[src/core/scr_defs.vh]
`ifndef SCR_DEFS_VH
`define SCR_DEFS_VH

// Strap group width and ratio encodings
`define SCR_STRAP_W 3
// Ratio fields are 5 bits; core ratios are reported as numerator/denominator
`define SCR_RAT_W 5

// Platform:reference ratio codes
`define SCR_PLAT_4 3'h0
`define SCR_PLAT_5 3'h1
`define SCR_PLAT_6 3'h2
`define SCR_PLAT_8 3'h3
`define SCR_PLAT_10 3'h4
`define SCR_PLAT_12 3'h5

// Core:platform ratio codes
`define SCR_CORE_3_2 3'h3
`define SCR_CORE_2_1 3'h4
`define SCR_CORE_5_2 3'h5
`define SCR_CORE_3_1 3'h6
`define SCR_CORE_7_2 3'h7

// Memory data rate:memory reference ratio codes
`define SCR_MEM_3 3'h0
`define SCR_MEM_4 3'h1
`define SCR_MEM_6 3'h2
`define SCR_MEM_8 3'h3
`define SCR_MEM_10 3'h4
`define SCR_MEM_12 3'h5
`define SCR_MEM_14 3'h6
`define SCR_MEM_SYNC 3'h7

// Numerator and denominator constants
`define SCR_N0 5'h00
`define SCR_N1 5'h01
`define SCR_N2 5'h02
`define SCR_N3 5'h03
`define SCR_N4 5'h04
`define SCR_N5 5'h05
`define SCR_N6 5'h06
`define SCR_N7 5'h07
`define SCR_N8 5'h08
`define SCR_N10 5'h0A
`define SCR_N12 5'h0C
`define SCR_N14 5'h0E

// Memory bus clock is the data rate divided by this
`define SCR_MCK_DIV 5'h02

`endif

[src/core/scr_core_ratio.v]
`timescale 1ns/1ps
`default_nettype none
`include "scr_defs.vh"

// Core:platform decode, shared by both core strap groups
module scr_core_ratio
(
	input wire [`SCR_STRAP_W-1:0] code,
	output reg [`SCR_RAT_W-1:0] num,
	output reg [`SCR_RAT_W-1:0] den,
	output reg bad
);
	always @*
	begin
		num = `SCR_N0;
		den = `SCR_N1;
		bad = 1'b0;
		case (code)
			`SCR_CORE_3_2:
			begin
				num = `SCR_N3;
				den = `SCR_N2;
			end
			`SCR_CORE_2_1:
			begin
				num = `SCR_N2;
				den = `SCR_N1;
			end
			`SCR_CORE_5_2:
			begin
				num = `SCR_N5;
				den = `SCR_N2;
			end
			`SCR_CORE_3_1:
			begin
				num = `SCR_N3;
				den = `SCR_N1;
			end
			`SCR_CORE_7_2:
			begin
				num = `SCR_N7;
				den = `SCR_N2;
			end
			default:
				bad = 1'b1; // Reserved 000..010
		endcase
	end
endmodule
`default_nettype wire

[src/core/scr_strap_cfg.v]
`timescale 1ns/1ps
`default_nettype none
`include "scr_defs.vh"

module scr_strap_cfg
(
	input wire core_clk,
	input wire rst,
	input wire clk_en,
	input wire [`SCR_STRAP_W-1:0] platform_ratio_strap,
	input wire core0_ratio_strap_msb,
	input wire core0_ratio_strap_mid,
	input wire core0_ratio_strap_lsb,
	input wire core1_ratio_strap_msb,
	input wire core1_ratio_strap_mid,
	input wire core1_ratio_strap_lsb,
	input wire memory_ratio_strap_msb,
	input wire memory_ratio_strap_mid,
	input wire memory_ratio_strap_lsb,
	output reg cfg_valid,
	output reg cfg_invalid,
	output reg [`SCR_RAT_W-1:0] plat_ratio,
	output reg [`SCR_RAT_W-1:0] core0_ratio_num,
	output reg [`SCR_RAT_W-1:0] core0_ratio_den,
	output reg [`SCR_RAT_W-1:0] core1_ratio_num,
	output reg [`SCR_RAT_W-1:0] core1_ratio_den,
	output reg mem_async,
	output reg [`SCR_RAT_W-1:0] mem_ratio,
	output reg [`SCR_RAT_W-1:0] mck_div,
	output reg plat_bad,
	output reg core0_bad,
	output reg core1_bad
);
	wire [`SCR_STRAP_W-1:0] core0_code;
	wire [`SCR_STRAP_W-1:0] core1_code;
	wire [`SCR_STRAP_W-1:0] mem_code;
	wire [`SCR_RAT_W-1:0] c0_num;
	wire [`SCR_RAT_W-1:0] c0_den;
	wire [`SCR_RAT_W-1:0] c1_num;
	wire [`SCR_RAT_W-1:0] c1_den;
	wire c0_bad;
	wire c1_bad;
	reg [`SCR_RAT_W-1:0] next_plat;
	reg next_plat_bad;
	reg [`SCR_RAT_W-1:0] next_mem;
	reg next_async;
	reg [1:0] state;
	reg [1:0] next_state;
	wire capture;

	// One-hot capture sequencer
	localparam ST_WAIT = 2'b01;
	localparam ST_HELD = 2'b10;

	assign core0_code = {core0_ratio_strap_msb, core0_ratio_strap_mid,
		core0_ratio_strap_lsb};
	assign core1_code = {core1_ratio_strap_msb, core1_ratio_strap_mid,
		core1_ratio_strap_lsb};
	assign mem_code = {memory_ratio_strap_msb, memory_ratio_strap_mid,
		memory_ratio_strap_lsb};

	// Two instances, no shared state between cores
	scr_core_ratio u_core0
	(
		.code(core0_code),
		.num(c0_num),
		.den(c0_den),
		.bad(c0_bad)
	);

	scr_core_ratio u_core1
	(
		.code(core1_code),
		.num(c1_num),
		.den(c1_den),
		.bad(c1_bad)
	);

	always @*
	begin
		next_plat = `SCR_N0;
		next_plat_bad = 1'b0;
		case (platform_ratio_strap)
			`SCR_PLAT_4:
			begin
				next_plat = `SCR_N4;
			end
			`SCR_PLAT_5:
			begin
				next_plat = `SCR_N5;
			end
			`SCR_PLAT_6:
			begin
				next_plat = `SCR_N6;
			end
			`SCR_PLAT_8:
			begin
				next_plat = `SCR_N8;
			end
			`SCR_PLAT_10:
			begin
				next_plat = `SCR_N10;
			end
			`SCR_PLAT_12:
			begin
				next_plat = `SCR_N12;
			end
			default:
			begin
				next_plat_bad = 1'b1;
			end
		endcase
	end

	always @*
	begin
		next_mem = `SCR_N0;
		next_async = 1'b1;
		case (mem_code)
			`SCR_MEM_3:
			begin
				next_mem = `SCR_N3;
			end
			`SCR_MEM_4:
			begin
				next_mem = `SCR_N4;
			end
			`SCR_MEM_6:
			begin
				next_mem = `SCR_N6;
			end
			`SCR_MEM_8:
			begin
				next_mem = `SCR_N8;
			end
			`SCR_MEM_10:
			begin
				next_mem = `SCR_N10;
			end
			`SCR_MEM_12:
			begin
				next_mem = `SCR_N12;
			end
			`SCR_MEM_14:
			begin
				next_mem = `SCR_N14;
			end
			default:
			begin
				next_async = 1'b0; // Synchronous selection
			end
		endcase
	end

	// Capture only once per reset, even if clk_en toggles later
	always @*
	begin
		next_state = state;
		case (state)
			ST_WAIT:
				next_state = ST_HELD;
			ST_HELD:
				next_state = ST_HELD;
			default:
				next_state = ST_WAIT;
		endcase
	end

	assign capture = (state == ST_WAIT);

	// Straps are caught on the first enabled edge after release, then frozen
	always @(posedge core_clk or posedge rst)
	begin
		if (rst)
		begin
			state <= ST_WAIT;
			cfg_valid <= 1'b0;
			cfg_invalid <= 1'b0;
			plat_ratio <= `SCR_N0;
			core0_ratio_num <= `SCR_N0;
			core0_ratio_den <= `SCR_N1;
			core1_ratio_num <= `SCR_N0;
			core1_ratio_den <= `SCR_N1;
			mem_async <= 1'b0;
			mem_ratio <= `SCR_N0;
			mck_div <= `SCR_MCK_DIV;
			plat_bad <= 1'b0;
			core0_bad <= 1'b0;
			core1_bad <= 1'b0;
		end
		else if (clk_en)
		begin
			state <= next_state;
			if (capture)
			begin
				// No default on a reserved code; only the flag tells
				plat_ratio <= next_plat;
				plat_bad <= next_plat_bad;
				core0_ratio_num <= c0_num;
				core0_ratio_den <= c0_den;
				core1_ratio_num <= c1_num;
				core1_ratio_den <= c1_den;
				core0_bad <= c0_bad;
				core1_bad <= c1_bad;
				// Single mode flag drives both controllers
				mem_async <= next_async;
				// Sync: data rate equals platform, ratio 1
				mem_ratio <= next_async ? next_mem : `SCR_N1;
				mck_div <= `SCR_MCK_DIV;
				cfg_invalid <= next_plat_bad | c0_bad | c1_bad;
				cfg_valid <= ~(next_plat_bad | c0_bad | c1_bad);
			end
		end
	end
endmodule
`default_nettype wire

[config.mk]
export PLATFORM = sky130hd
export DESIGN_NAME = scr_strap_cfg
export DESIGN_NICKNAME = d
export VERILOG_FILES = /design/src/core/scr_core_ratio.v /design/src/core/scr_strap_cfg.v
export VERILOG_INCLUDE_DIRS = /design/src /design/src/core
export SDC_FILE = /design/constraint.sdc
export NUM_CORES = 1
export LEC_CHECK = 0
export BUFFER_PORTS_ARGS = -buffer_cell sky130_fd_sc_hd__buf_4
export CORE_UTILIZATION = 39
export DETAILED_ROUTE_END_ITERATION = 6
export SLEW_MARGIN = 20
export SYNTH_ARGS = -nofsm -noshare
export SYNTH_HDL_FRONTEND = slang
export SYNTH_HIERARCHICAL = 1
export SYNTH_SLANG_ARGS = --single-unit
[constraint.sdc]
create_clock -name core_clk -period 2.4 [get_ports core_clk]
set_clock_uncertainty 0.15 [all_clocks]
set_input_delay 0.24 -clock core_clk [delete_from_list [all_inputs] [get_ports core_clk]]
set_output_delay 0.24 -clock core_clk [all_outputs]
set_load 0.02 [all_outputs]
==> flow_summary.json, run 1 <==
{
  "drc_errors": 0,
  "slew_headroom_pct": 64.8,
  "yosysWarnings": 6,
  "first_pass_iters": 6,
  "cts_max_level": 2,
  "synth_top_area_share_pct": 44.6,
  "synth-main-ff-cell": "dfrtp_1",
  "antenna_found_initial": 0,
  "dp_hpwl_mm": 2.20,
  "routed_wirelength_mm": 3.17,
  "cts_root_buf": "clkbuf_8",
  "clkSlewWorstSetupHoldPaths_ps": 70,
  "outcome": "finished clean",
  "die_h_um": 70.9,
  "grt_use_total_pct": 13.6,
  "grt_pass1_wl_mm": 5.24,
  "area.growth.synth_to_final_pct": 19.9,
  "leakagePower_nw": 1.08,
  "core-area_um2": 4440,
  "fin_nets": 201,
  "path_class": "reg2reg",
  "tritoncts": "yes",
  "synth_top_cells_by_area": "dfrtp_1 45%, mux2_4 21%, buf_4 6.9%",
  "hold_path_class": "in2reg",
  "setup_violations": 0,
  "pin_count": 56,
  "routabilityCongestion": 0.730,
  "holdWs_ps": 29.0,
  "start_util_pct": 41.6,
  "first_iter_violations": 26,
  "grt_remaining_overflow": 0,
  "syn_area_um2": 1850,
  "hold_path_depth": 2,
  "syn_inst": 138,
  "r2r_cells": 3,
  "synth-async-reset-ratio_pct": 100,
  "rows": 24,
  "slew_violations": 0,
  "worstPathArrival_ps": 1860,
  "via_per_inst": 4.72,
  "tightest_slew_ps": 528,
  "ir_drop_mv": 0.393,
  "clk_latency_ps": 270,
  "die_x_um": 70.9,
  "grt_max_degree": 37,
  "synth.largest_area_cell": "dfrtp_1",
  "cp-end-kind": "flip-flop",
  "grt_pass1_vias": 1072,
  "portBuffers": 48,
  "antenna_cells": 0,
  "synth_seq_cells": 36,
  "cts.sinks": 36,
  "ctsResizeCount": 0,
  "clk_path_buf_depth": 2,
  "synth.distinct_cells": 32,
  "rsz0062_at_grt": "no",
  "synth_common_cells": "33 x dfrtp_1, 26 x mux2_4, 17 x buf_4",
  "crit_fanout": 31,
  "avgSynthCellArea_um2": 13.4,
  "routedWlPerCell_um": 13.4,
  "layout-drive-gt1-share_pct": 50.8,
  "min_period_over_period_pct": 76.7,
  "vias": 1119,
  "die_area_um2": 5020,
  "tns_ps": 0,
  "synth_edf_count": 0,
  "hold_viol_final": 0,
  "powerDensity_nw_per_um2": 1340,
  "max_freq_mhz": 543,
  "cts_buffers": 5,
  "finalCriticalPeriod_ps": 1840,
  "drv_cap": 0,
  "ys_seq_area_share_pct": 48.9,
  "yosysMostFrequentCell": "dfrtp_1",
  "startpoint_type": "flip-flop",
  "ant_nets": 0,
  "fill_cells": 411,
  "crit_required_ps": 2410
}
cell type report:
class	instances	area (um2)	share of cell area [%]
Clock buffer	6	72.6	3.27
Clock inverter	1	5.00	0.226
Inverter	4	15.0	0.677
Multi-Input combinational cell	87	771	34.7
Sequential cell	36	905	40.8
Tap cell	52	65.1	2.93
Timing Repair Buffer	51	385	17.4
sequential cells by signal, summed over array words and instances (netlist names), 2 cells and up:
name,count
state,2
mem_ratio,4
core0_ratio_num,5
core0_ratio_den,5
core1_ratio_num,5
core1_ratio_den,5
plat_ratio,4
path summary, 6_finish.rpt:
kind	from	end	slack [ps]
hold reg to reg	plat_ratio[0]	plat_ratio[0]	350
hold / removal	platform_ratio_strap[0]	plat_ratio[1]	30
max in group asynchronous	rst	core1_ratio_den[0]	1280
setup / recovery	state[0]	core1_ratio_num[1]	560
min in group asynchronous	rst	core0_ratio_den[2]	470
setup reg to reg	state[0]	core1_ratio_num[1]	560
cells by family (layout without fill, tap and decap cells):
logic type      Yosys count  after routing  share of synthesized area (%)
flops                    36             36                           48.9
mux                      30             30                           23.4
buf+inv                  28             62                           12.1
compound gates           23             23                           7.71
simple gates             12             12                           4.26
other cells               4             17                          0.811
fa+ha+maj                 3              3                           1.89
xor+xnor                  2              2                          0.947
what timing repair did:
action,in CTS,in global routing
setup buffers,0,0
endpoints found under the hold margin,33,0
hold buffers,1,0
cells in the final DEF (no fill, tap or decap), drive strengths merged, types with 2 or more instances in the layout:
cell type	n
inv	4
and2	3
o21a	2
conb	17
mux2	28
maj3	2
dfrtp	33
dfstp	3
nand3b	2
xnor2	2
mux2i	2
a31oi	3
a21oi	10
o21ai	3
clkbuf	6
a21bo	2
buf	50
metal layers:
metal | track usage (%) | routed length [um] | up-vias
met2 | 21.5 | 1540 | 27
met4 | 6.00 | 29 | 0
li1 | - | - | 532
met5 | 0 | 0 | -
met1 | 16.9 | 1480 | 558
met3 | 4.84 | 123 | 2
where the power goes:
group	switching [W]	internal, W	leakage (nW)	total, W
combinational	0.000698	0.000776	0.613	0.00147
sequential	0.000174	0.000923	0.425	0.00110
clock	0.000194	0.000197	0.0410	0.000392
stage by stage:
stage	utilization (%)	setup WS [ps]	power, W	cell area [um2]	instances
after floorplan	-	680	0.00209	1900	151
after detailed placement	47.9	563	0.00260	2130	229
final	49.9	559	0.00296	2220	237
after global routing	49.9	478	0.00314	2220	237
after CTS	49.9	552	0.00301	2220	237
after global placement	47.9	588	0.00257	2130	229
critical path: stages (launching register included):
cell	delay, ps
dfstp_2	530
ha_1	160
and2_4	500
mux2_2	390
Note: power is estimated with default switching activity, not from simulation.
==> run 2, diff against run 1 <==
Settings changed: PLACE_DENSITY from default to 0.66.
Clock period 2.4 ns to 1.68 ns, I/O delays scaled along.
==> run 2 against run 1 <==
The flow now finishes with violations (design-rule violations). Sequential power up 43%. Critical endpoint is now core0_ratio_den[2]. Sequential share of layout area down 1.9 points. Maximum frequency up 16%. Routed wire length up 6.7%.
==> flow_summary.json, run 2 (same netlist as run 1, synthesis figures left out) <==
{
  "outcome": "complete, but fails checks",
  "first_iter_violations": 57,
  "grt_pass1_wl_mm": 5.71,
  "final_common_cell": "buf_4",
  "placedCellCount": 233,
  "antenna_found_initial": 0,
  "crit_fanout": 12,
  "critPathMaxStageDelay_ps": 550,
  "worstPathArrival_ps": 1610,
  "path_class": "reg2reg",
  "routabilityCongestion": 0.762,
  "layout-drive-gt1-share_pct": 51.3,
  "layout.cells.non_filler": 245,
  "die_h_um": 70.9,
  "leakagePower_nw": 1.12,
  "core-area_um2": 4440,
  "cts_buffers": 5,
  "ir_drop_mv": 0.507,
  "clkSlewWorstSetupHoldPaths_ps": 70,
  "setup_violations": 0,
  "clk_latency_ps": 280,
  "cts_root_buf": "clkbuf_8",
  "cts.sinks": 36,
  "fin_nets": 208,
  "max_freq_mhz": 628,
  "multi_input_area_um2": 783,
  "cts_max_level": 2,
  "fill_cells": 395,
  "die_area_um2": 5020,
  "grt_use_total_pct": 14.7,
  "start_util_pct": 41.6,
  "min_period_over_period_pct": 94.7,
  "grt_pass1_vias": 1213,
  "dp_hpwl_mm": 2.48,
  "routedWlPerCell_um": 13.8,
  "routed_wirelength_mm": 3.38,
  "area.growth.synth_to_final_pct": 25.8,
  "grt_max_degree": 37,
  "holdWs_ps": 23.2,
  "portBuffers": 48,
  "drc_errors": 4,
  "vias": 1137,
  "dpl_worst_slack_ps": 94.8,
  "powerDensity_nw_per_um2": 1900,
  "cp-end-kind": "flip-flop",
  "ant_nets": 0,
  "regArea_um2": 905,
  "fin_ws_ps": 88.7,
  "first_pass_iters": 6,
  "drv_cap": 0,
  "violations": "design-rule violations",
  "clk_path_buf_depth": 2,
  "die_x_um": 70.9,
  "via_per_inst": 4.64,
  "rsz0062_at_grt": "no",
  "layout_common_cells": "52 x buf_4, 33 x dfrtp_1, 26 x mux2_4",
  "hold_path_class": "in2reg",
  "grt_remaining_overflow": 0,
  "crit_chain": "ha_4, and2_4, buf_12, mux2_4",
  "crit_slowest_cell": "dfstp_2",
  "tritoncts": "yes",
  "slew_violations": 0,
  "rows": 24,
  "crit_required_ps": 1700,
  "antenna_cells": 0,
  "startpoint_type": "flip-flop",
  "pin_count": 56,
  "hold_viol_final": 0,
  "finalCriticalPeriod_ps": 1590
}
==> run 2: report_power, final <==
group | switching (W) | leakage, nW | total (W) | internal (W)
Clock | 0.000286 | 0.0455 | 0.000621 | 0.000334
Combinational | 0.00103 | 0.652 | 0.00222 | 0.00119
Sequential | 0.000255 | 0.425 | 0.00157 | 0.00132
Total | 0.00158 | 1.12 | 0.00441 | 0.00284
==> run 2: repair_timing <==
| item | in CTS | in global routing |
|---|---|---|
| endpoints found under the setup margin | 0 | 0 |
| setup buffers | 0 | 0 |
| hold buffers | 4 | 0 |
| hold endpoints to repair | 36 | 0 |
| resized for setup | 0 | 0 |
==> run 2: final cells by class <==
cell class / count / share of cell area [%]
sequential: 36 / 38.9
multi-input combinational: 87 / 33.6
timing repair buffer: 58 / 20.2
clock buffer: 8 / 3.87
tap: 52 / 2.79
inverter: 4 / 0.645
==> run 2: stage by stage <==
step / utilization [%] / cell area (um2) / power (W) / TNS, ps
floorplan: - / 1910 / 0.00301 / -272
finish: 52.4 / 2330 / 0.00441 / 0
CTS: 52.4 / 2330 / 0.00447 / 0
detailed placement: 49.5 / 2200 / 0.00383 / 0
global route: 52.4 / 2330 / 0.00467 / 0
global placement: 49.5 / 2200 / 0.00376 / 0
==> run 2: per-layer routing <==
| layer | vias to the layer above | routed length (um) | global-route usage (%) |
|---|---|---|---|
| met5 | - | 0 | 0 |
| met4 | 0 | 27 | 5.33 |
| met3 | 2 | 166 | 4.27 |
| met2 | 31 | 1730 | 24.8 |
| met1 | 553 | 1460 | 17.9 |
| li1 | 551 | - | - |
==> run 2: final timing paths <==
path                            cells past startpoint                 end  slack, ps                from
worst max register to register                      4  core0_ratio_den[2]         90            state[0]
min in group asynchronous                           4  core0_ratio_den[3]        400                 rst
max in group asynchronous                           4  core1_ratio_den[0]        630                 rst
worst max-delay path                                4  core0_ratio_den[2]         90            state[0]
worst min register to register                      1  core1_ratio_num[2]        360  core1_ratio_num[2]
worst min-delay path                                2            state[1]         20              clk_en
==> run 2: worst max-delay path, delay by kind of cell (launching register included) <==
kind | cells | cell delay [ps]
fa+ha+maj | 1 | 130
buf+inv | 1 | 160
flops | 1 | 550
mux | 1 | 310
simple gates | 1 | 180
